===== config.mk =====
export PLATFORM = sky130hd
export DESIGN_NAME = sad_decoder
export DESIGN_NICKNAME = d
export VERILOG_FILES = /design/src/sad_pkg.sv /design/src/sad_pin_sync.sv /design/src/sad_decoder.sv
export VERILOG_INCLUDE_DIRS = /design/src
export SDC_FILE = /design/constraint.sdc
export NUM_CORES = 1
export LEC_CHECK = 0
export BUFFER_PORTS_ARGS = -buffer_cell sky130_fd_sc_hd__buf_4
export CORE_MARGIN = 2
export CORE_UTILIZATION = 45
export DETAILED_ROUTE_END_ITERATION = 10
export PLACE_DENSITY = 0.8
export SLEW_MARGIN = 30
export SYNTH_ARGS = -nofsm -noshare
export SYNTH_HDL_FRONTEND = slang
export SYNTH_HIERARCHICAL = 1
export SYNTH_SLANG_ARGS = --single-unit

===== constraint.sdc =====
create_clock -name CLOCK -period 2 [get_ports CLOCK]
set_clock_uncertainty 0.1 [all_clocks]
set_input_delay 0.5 -clock CLOCK [delete_from_list [all_inputs] [get_ports CLOCK]]
set_output_delay 0.5 -clock CLOCK [all_outputs]
set_load 0.01 [all_outputs]

===== src/sad_regs.svh =====
`ifndef SAD_REGS_SVH
`define SAD_REGS_SVH

// Processor physical address width
`define SAD_ADDR_W 34
// Start of the memory mapped I/O space (upper 10 GB)
`define SAD_IO_BASE 34'h1_8000_0000
// Primary PCI dense memory window
`define SAD_P0_DMEM_BASE 34'h1_8000_0000
`define SAD_P0_DMEM_LAST 34'h1_FFFF_FFFF
// Primary PCI sparse memory window
`define SAD_P0_SMEM_BASE 34'h2_0000_0000
`define SAD_P0_SMEM_LAST 34'h2_FFFF_FFFF
// Primary PCI configuration window
`define SAD_P0_CFG_BASE 34'h3_0000_0000
`define SAD_P0_CFG_LAST 34'h3_7FFF_FFFF
// Local system bus CSR window, sixteen 16 MB node slots
`define SAD_CSR_BASE 34'h3_8000_0000
`define SAD_CSR_LAST 34'h3_8FFF_FFFF
// Primary PCI sparse I/O window
`define SAD_P0_SIO_BASE 34'h3_A000_0000
`define SAD_P0_SIO_LAST 34'h3_BFFF_FFFF
// Optional secondary wide PCI window
`define SAD_P1_BASE 34'h3_C000_0000
`define SAD_P1_LAST 34'h3_FFFF_FFFF
// Sparse spaces carry five low address bits of length encoding
`define SAD_SPARSE_SHIFT 5
// Node slot field position and populated slots
`define SAD_CSR_SLOT_LSB 24
`define SAD_CSR_SLOT_MASK 16'hCF0F
// Bridge to the expansion bus answers the lowest 64 KB of sparse I/O
`define SAD_EISA_LIMIT 32'h0001_0000
// Cacheable quadrant number
`define SAD_CACHED_QUAD 2'h0

`endif


===== src/sad_pkg.sv =====
package sad_pkg;

  // Where a reference is sent
  typedef enum logic [5:0] {
    SAD_TGT_NONE = 6'h01,
    SAD_TGT_MEM = 6'h02,
    SAD_TGT_CSR = 6'h04,
    SAD_TGT_PRI_PCI = 6'h08,
    SAD_TGT_EISA = 6'h10,
    SAD_TGT_WIDE_PCI = 6'h20
  } sad_target_e;

  // Which primary PCI address space a remote reference uses
  typedef enum logic [4:0] {
    SAD_PSP_NONE = 5'h01,
    SAD_PSP_DMEM = 5'h02,
    SAD_PSP_SMEM = 5'h04,
    SAD_PSP_SIO = 5'h08,
    SAD_PSP_CFG = 5'h10
  } sad_pci_space_e;

  typedef struct packed {
    logic [33:0] addr;
    logic write;
  } sad_req_s;

  typedef struct packed {
    sad_target_e target;
    sad_pci_space_e pci_space;
    logic io_space;
    logic cached;
    logic [1:0] quadrant;
    logic [3:0] csr_node;
    logic csr_reserved;
    logic bios_timer_hit;
    logic unmapped;
    logic write;
    logic [33:0] target_addr;
  } sad_rsp_s;

endpackage


===== src/sad_pin_sync.sv =====
`timescale 1ns/1ps
// Three-stage synchroniser; the output follows once stages two and three agree
module sad_pin_sync #(
  parameter int WIDTH = 1
) (
  // Clock and reset
  input wire logic clk,
  input wire logic rst_n,
  input wire logic ce,
  // Pin side and synchronised side
  input wire logic [WIDTH-1:0] pin,
  output logic [WIDTH-1:0] level
);

  logic [WIDTH-1:0] s1_q;
  logic [WIDTH-1:0] s2_q;
  logic [WIDTH-1:0] s3_q;

  // Shift chain; the first stage feeds only the second
  always_ff @(posedge clk or negedge rst_n) begin
    if (!rst_n) begin
      s1_q <= '0;
      s2_q <= '0;
      s3_q <= '0;
    end else if (ce) begin
      s1_q <= pin;
      s2_q <= s1_q;
      s3_q <= s2_q;
    end
  end

  // Agreement filter rejects a single-cycle glitch past the metastable stage
  always_ff @(posedge clk or negedge rst_n) begin
    if (!rst_n) begin
      level <= '0;
    end else if (ce) begin
      for (int i = 0; i < WIDTH; i++) begin
        if (s2_q[i] == s3_q[i]) begin
          level[i] <= s3_q[i];
        end
      end
    end
  end

endmodule


===== src/sad_decoder.sv =====
// Contract
// - Each 34-bit processor address is classed as memory space or I/O space.
// - Memory is split into four equal quadrants and only quadrant zero is cacheable.
// - The top ten gigabytes are memory mapped I/O, cut into subspaces of their own kind.
// - Every I/O reference goes either to a local system bus CSR or to a remote bus; holes, unpopulated node slots and an absent wide bus get no target.
// - The always present primary 32-bit PCI bus has its own I/O regions.
// - Expansion bus references are sent through the bridge on the primary PCI bus.
// - The expansion bus answers the lowest 64 KB of primary PCI sparse I/O space.
// - The optional secondary 64-bit PCI region decodes only when that bus is fitted.
// - CSR space starts at 3.8000.0000 with 16 MB slots for CPUs, memories and I/O nodes.
// - CSR accesses follow the system bus local CSR protocol and each node keeps it.
// - The bridge BIOS timer is reached only from the PCI side at its configured base.
`timescale 1ns/1ps
`include "sad_regs.svh"
module sad_decoder
  import sad_pkg::*;
(
  // Clock, reset and clock enable
  input wire logic CLOCK,
  input wire logic RESET_N,
  input wire logic CE,
  // Processor request
  input wire logic REQ_VALID,
  output logic REQ_READY,
  input wire sad_req_s REQ,
  // Decoded reference towards the targets
  output logic RSP_VALID,
  input wire logic RSP_READY,
  output sad_rsp_s RSP,
  // System configuration
  input wire logic WIDE_PCI_PRESENT,
  input wire logic BIOS_TIMER_EN,
  input wire logic [31:0] BIOS_TIMER_BASE_CONFIG
);

  logic wide_pci_fitted;
  logic take;
  logic rsp_valid_q;
  logic rsp_valid_d;
  sad_rsp_s rsp_q;
  sad_rsp_s rsp_d;
  // Window hits and the sparse I/O side decodes
  logic io_hit;
  logic dmem_hit;
  logic smem_hit;
  logic cfg_hit;
  logic csr_hit;
  logic sio_hit;
  logic wide_hit;
  logic [3:0] csr_slot;
  logic slot_populated;
  logic [33:0] sio_off;
  logic [31:0] sio_pci_addr;
  logic timer_hit;
  logic eisa_hit;

  // The decode is combinational from the request and lands in one register stage,
  // so every answer follows its take by exactly one cycle. Sparse length bits are
  // shifted out and never checked; byte lane handling belongs to the bridges.

  // Populated node slots, one bit per 16 MB slot; slots 4 to 7, 12 and 13 stay clear
  localparam logic [15:0] populated_slots = `SAD_CSR_SLOT_MASK;

  // Presence strap arrives from a backplane pin, so it is synchronised
  // Four enabled edges pass before a strap change reaches the decode
  sad_pin_sync #(
    .WIDTH(1)
  ) u_present_sync (
    .clk(CLOCK),
    .rst_n(RESET_N),
    .ce(CE),
    .pin(WIDE_PCI_PRESENT),
    .level(wide_pci_fitted)
  );

  // One-deep pipeline; a stalled answer holds the next request off
  // CE low drops ready at once, so nothing is taken while state is frozen
  assign REQ_READY = CE && (!rsp_valid_q || RSP_READY);
  assign take = REQ_VALID && REQ_READY;
  assign RSP_VALID = rsp_valid_q;
  assign RSP = rsp_q;

  // I/O subspaces
  // Window hits; io_hit covers all the others, which are disjoint, so at most one of them is set for any address
  assign io_hit = (REQ.addr >= `SAD_IO_BASE);
  assign dmem_hit = io_hit && (REQ.addr <= `SAD_P0_DMEM_LAST);
  assign smem_hit = (REQ.addr >= `SAD_P0_SMEM_BASE) && (REQ.addr <= `SAD_P0_SMEM_LAST);
  assign cfg_hit = (REQ.addr >= `SAD_P0_CFG_BASE) && (REQ.addr <= `SAD_P0_CFG_LAST);
  assign csr_hit = (REQ.addr >= `SAD_CSR_BASE) && (REQ.addr <= `SAD_CSR_LAST);
  assign sio_hit = (REQ.addr >= `SAD_P0_SIO_BASE) && (REQ.addr <= `SAD_P0_SIO_LAST);
  assign wide_hit = (REQ.addr >= `SAD_P1_BASE);

  // node slot decode
  // Slot lookup by table, so a board with other populated slots only edits the mask
  assign csr_slot = REQ.addr[`SAD_CSR_SLOT_LSB +: 4];
  assign slot_populated = populated_slots[csr_slot];

  // Sparse I/O address; the low five bits carry length and byte lanes and are dropped
  assign sio_off = REQ.addr - `SAD_P0_SIO_BASE;
  assign sio_pci_addr = {8'h00, sio_off[28:`SAD_SPARSE_SHIFT]};
  // timer seen only as a PCI target
  // Only the longword address is compared; the timer is one 32-bit register
  assign timer_hit = BIOS_TIMER_EN && (sio_pci_addr[31:2] == BIOS_TIMER_BASE_CONFIG[31:2]);
  // lowest 64 KB goes to the bridge
  // A timer match wins over the bridge window, since the bridge side never sees the timer
  assign eisa_hit = (sio_pci_addr < `SAD_EISA_LIMIT) && !timer_hit;

  // Address decode of the request
  always_comb begin
    logic [33:0] off;
    logic [31:0] pci_addr;
    off = '0;
    pci_addr = '0;
    rsp_d = '0;
    rsp_d.target = SAD_TGT_NONE;
    rsp_d.pci_space = SAD_PSP_NONE;
    rsp_d.write = REQ.write;
    rsp_d.quadrant = REQ.addr[33:32];
    rsp_d.io_space = io_hit;
    if (!io_hit) begin
      // quadrant cacheability
      // Quadrant one shares its upper part with I/O space; I/O decode wins there
      rsp_d.target = SAD_TGT_MEM;
      rsp_d.cached = (REQ.addr[33:32] == `SAD_CACHED_QUAD);
      rsp_d.target_addr = REQ.addr;
    end else if (dmem_hit) begin
      // primary PCI dense memory
      // Dense space passes the offset straight through; no length bits
      off = REQ.addr - `SAD_P0_DMEM_BASE;
      rsp_d.target = SAD_TGT_PRI_PCI;
      rsp_d.pci_space = SAD_PSP_DMEM;
      rsp_d.target_addr = {2'h0, off[31:0]};
    end else if (smem_hit) begin
      // primary PCI sparse memory
      // Sparse memory drops the five length bits
      off = REQ.addr - `SAD_P0_SMEM_BASE;
      pci_addr = {5'h00, off[31:`SAD_SPARSE_SHIFT]};
      rsp_d.target = SAD_TGT_PRI_PCI;
      rsp_d.pci_space = SAD_PSP_SMEM;
      rsp_d.target_addr = {2'h0, pci_addr};
    end else if (cfg_hit) begin
      // primary PCI configuration
      // Configuration window is half the size, so one bit fewer survives
      off = REQ.addr - `SAD_P0_CFG_BASE;
      pci_addr = {6'h00, off[30:`SAD_SPARSE_SHIFT]};
      rsp_d.target = SAD_TGT_PRI_PCI;
      rsp_d.pci_space = SAD_PSP_CFG;
      rsp_d.target_addr = {2'h0, pci_addr};
    end else if (csr_hit) begin
      // Node number and offset inside the 16 MB slot
      rsp_d.csr_node = csr_slot;
      rsp_d.target_addr = {10'h000, REQ.addr[23:0]};
      if (slot_populated) begin
        rsp_d.target = SAD_TGT_CSR;
      end else begin
        rsp_d.target = SAD_TGT_NONE;
        rsp_d.csr_reserved = 1'b1;
      end
    end else if (sio_hit) begin
      // Primary PCI sparse I/O, shared with the bridge below 64 KB
      rsp_d.pci_space = SAD_PSP_SIO;
      rsp_d.target_addr = {2'h0, sio_pci_addr};
      rsp_d.bios_timer_hit = timer_hit;
      if (eisa_hit) begin
        // through the bridge on the primary bus
        rsp_d.target = SAD_TGT_EISA;
      end else begin
        rsp_d.target = SAD_TGT_PRI_PCI;
      end
    end else if (wide_hit) begin
      // Wide bus window passes its offset straight through
      off = REQ.addr - `SAD_P1_BASE;
      rsp_d.target_addr = {2'h0, off[31:0]};
      // only when the wide bus is fitted
      // An absent bus is flagged rather than dropped, so a probe can fault cleanly
      if (wide_pci_fitted) begin
        rsp_d.target = SAD_TGT_WIDE_PCI;
      end else begin
        rsp_d.unmapped = 1'b1;
      end
    end else begin
      // Hole in the I/O map; flagged so the requester can fault it
      rsp_d.unmapped = 1'b1;
    end
  end

  // Answer valid flag: set on a taken request, cleared once consumed
  always_comb begin
    rsp_valid_d = rsp_valid_q;
    // A take in the same cycle as a consume keeps the flag set
    if (take) begin
      rsp_valid_d = 1'b1;
    end else if (RSP_READY) begin
      rsp_valid_d = 1'b0;
    end
  end

  // Valid flag register; frozen with everything else while CE is low
  always_ff @(posedge CLOCK or negedge RESET_N) begin
    if (!RESET_N) begin
      rsp_valid_q <= 1'b0;
    end else if (CE) begin
      rsp_valid_q <= rsp_valid_d;
    end
  end

  // Decoded fields are captured only on a taken request, so they hold while stalled
  // Reset answer names no target and no PCI space, matching the idle decode
  always_ff @(posedge CLOCK or negedge RESET_N) begin
    if (!RESET_N) begin
      rsp_q <= '{target: SAD_TGT_NONE, pci_space: SAD_PSP_NONE, default: '0};
    end else if (CE && take) begin
      rsp_q <= rsp_d;
    end
  end

endmodule


==> flow_summary.ini <==
[layout]
drive_gt1_share_pct = 50.7
post-route-util_pct = 76.0
area_growth_pct = 65.5
num_antenna_cells = 0
nNetsFinal = 656

[setup_path]
crit_required_ps = 2140
start_kind = input port
endpoint_kind = flop
crit_chain = buf_4, buf_4, xor2_1, nor4_1, nand4_1, nor4_4, o211ai_1, a221oi_2
critPathSlowestCell = nor4_1
cp_common_cell = buf_4
path_class = in2reg
crit_fanout = 4
critPathMaxStageDelay_ps = 470
cp.arrival_ps = 2350
worstRegToRegCells = 6

[detailed_routing]
routed_wl_um = 13000
vias = 3941
ant_nets = 0
drtIter0Drc = 226
avgRoutedWirePerCell_um = 18.9
drc = 0
vias_per_cell = 5.74
dr.pass1.iters = 5

[floorplanning]
fp-row-count = 32
fp.dieW_um = 92.1
ioPinCount = 133
die_y_um = 92.1
initial_core_util_pct = 45.9
dieArea_um2 = 8480
core_um2 = 7610

[sta]
max_slew_margin_pct = 66.5
post-route-min-period_ps = 2210
hold_viol_final = 0
setup_violations = 31
fmax_mhz = 453
rsz0062_at_grt = true
worst_pin_slew_ps = 498
setup_slack_ps = -208
drv_slew = 0
finalCritPeriodShare_pct = 110

[global_routing]
grt_pass1_vias = 3863
grt_pass1_wl_um = 19000
antenna_found_initial = 0
track_usage_pct = 28.6
grt_start_max_net_pins = 37
overflow = 0

[outcome]
violations = setup timing
status = finished with violations

[yosys]
synth-edff-count = 0
netlist_area_um2 = 3490
ys_ff_latch = 62
syn_avg_cell_area_um2 = 9.44
synth-warning-count = 6
synthCells = 370
synth_cell_types = 50
yosysSeqAreaShare_pct = 44.5
synth_async_sr_flop_share_pct = 100
syn-num-nets = 447
yosys_most_used_dff = dfrtp_1

[clock_network]
clock_latency_ps = 340
cts.sinks = 62
root_buffer = clkbuf_8
htreeDepth = 3
cts_tree = built
cts_buffers = 9
clkTransAtPathRegs_ps = 70
cts_buffer_depth = 2

[placed_design]
io_buffers = 130
gp_congestion = 0.896
preCtsSetupSlack_ps = -623
dp_hpwl_um = 8860

[pwr]
powerDensity_nw_per_um2 = 720
leakage_nw = 2.81
vdd_drop_max_mv = 0.562

[hold_path]
min_path_cells = 3
hold_class = in2reg

[job]
max_cap_viol_count = 0
power by group:
part           switching (mW)  leakage [nW]  internal (mW)  total [mW]
Clock                   0.545         0.116          0.831        1.38
Combinational           0.589          1.92          0.624        1.21
Sequential              0.133         0.779           1.44        1.58
Total                    1.27          2.81           2.90        4.17
registers in the layout, indices dropped and copies added (netlist names):
name	flops
u_present_sync/s2_q	1
RSP	57
RSP_VALID	1
u_present_sync/s1_q	1
u_present_sync/s3_q	1
u_present_sync/level	1
cells in the final DEF (no fill, tap or decap), drive strengths merged, types with 3 or more instances in the layout:
cell,n
nand2b,4
o211ai,3
dfrtp,60
buf,214
a21o,6
o31ai,3
nand2,83
nand4,12
nand3,6
and2,6
a21oi,10
o221ai,23
a22o,9
bufinv,3
o21ai,12
xnor2,5
inv,27
clkbuf,11
nor4,18
nor2,10
xor2,17
ha,3
mux2,3
logic make-up (layout without fill, tap and decap cells):
family          Yosys count  in the layout  share of synthesized area [%]
simple gates            151            151                           21.7
compound gates           83             83                           20.3
flops                    62             62                           44.5
buf+inv                  46            260                           5.87
xor+xnor                 22             22                           5.52
fa+ha+maj                 3              3                           1.07
mux                       3              3                          0.967
area by class of cell:
class	count	area [um^2]
fillers	494	1820
flip-flops and latches	62	1550
multi-input cells	262	2010
clock buffers	9	124
repair buffers	217	1740
well taps	102	128
inverters	27	101
clock inverters	7	123
cell usage after synthesis, drive strengths merged, types with 9 or more instances:
cell / n / area (um^2)
xor2: 17 / 149
a21oi: 10 / 57.6
a22o: 9 / 78.8
o221ai: 23 / 270
nand4: 12 / 75.1
inv: 27 / 101
dfrtp: 60 / 1500
clkbuf: 13 / 48.8
nor2: 10 / 37.5
o21ai: 12 / 60.1
nor4: 18 / 134
nand2: 83 / 312
metrics by stage:
step | TNS [ps] | hold WS (ps) | cell area, um^2 | instances | power (mW)
floorplan | -2040 | 104 | 3560 | 370 | 2.03
global placement | -17030 | 329 | 5220 | 664 | 2.66
detailed placement | -19550 | 334 | 5220 | 664 | 2.70
CTS | -210 | 244 | 5570 | 681 | 4.09
global route | -4860 | 270 | 5780 | 686 | 4.35
finish | -3680 | 252 | 5780 | 686 | 4.17
worst max-delay path: cells and delay by family:
family / cells / cell delay (ps)
buffers and inverters: 2 / 270
AOI/OAI and AO/OA: 2 / 460
and+or+nand+nor: 3 / 950
xor gates and xnor gates: 1 / 170
worst paths after layout:
kind,slack [ps],start,end
setup / recovery,-210,REQ[18],RSP[54]$_DFFE_PN0P_
hold / removal,250,REQ[0],RSP[34]$_DFFE_PN0P_
setup reg to reg,280,RSP_VALID$_DFFE_PN0P_,RSP[3]$_DFFE_PN0P_
hold reg to reg,380,RSP[42]$_DFFE_PN0P_,RSP[42]$_DFFE_PN0P_
max in group asynchronous,770,RESET_N,RSP[7]$_DFFE_PN0P_
min in group asynchronous,510,RESET_N,RSP[52]$_DFFE_PN0P_
repair_timing:
| item | in CTS | in global routing |
|---|---|---|
| endpoints found under the setup margin | 33 | 40 |
| pin swaps | 0 | 8 |
| gates resized for setup | 14 | 28 |
| hold buffers | 1 | 0 |
| setup buffers | 0 | 3 |
| endpoints found under the hold margin | 24 | 0 |
| gates cloned | 0 | 2 |
metal layers:
metal  routed length [um]  vias to the layer above  track usage, %
met2                 6550                      247            49.5
met3                 1020                       49            5.59
met5                    0                        -               0
met4                  475                        0            10.8
li1                     -                     1743               -
met1                 4930                     1902            35.4
(Power assumes the default switching activity.)
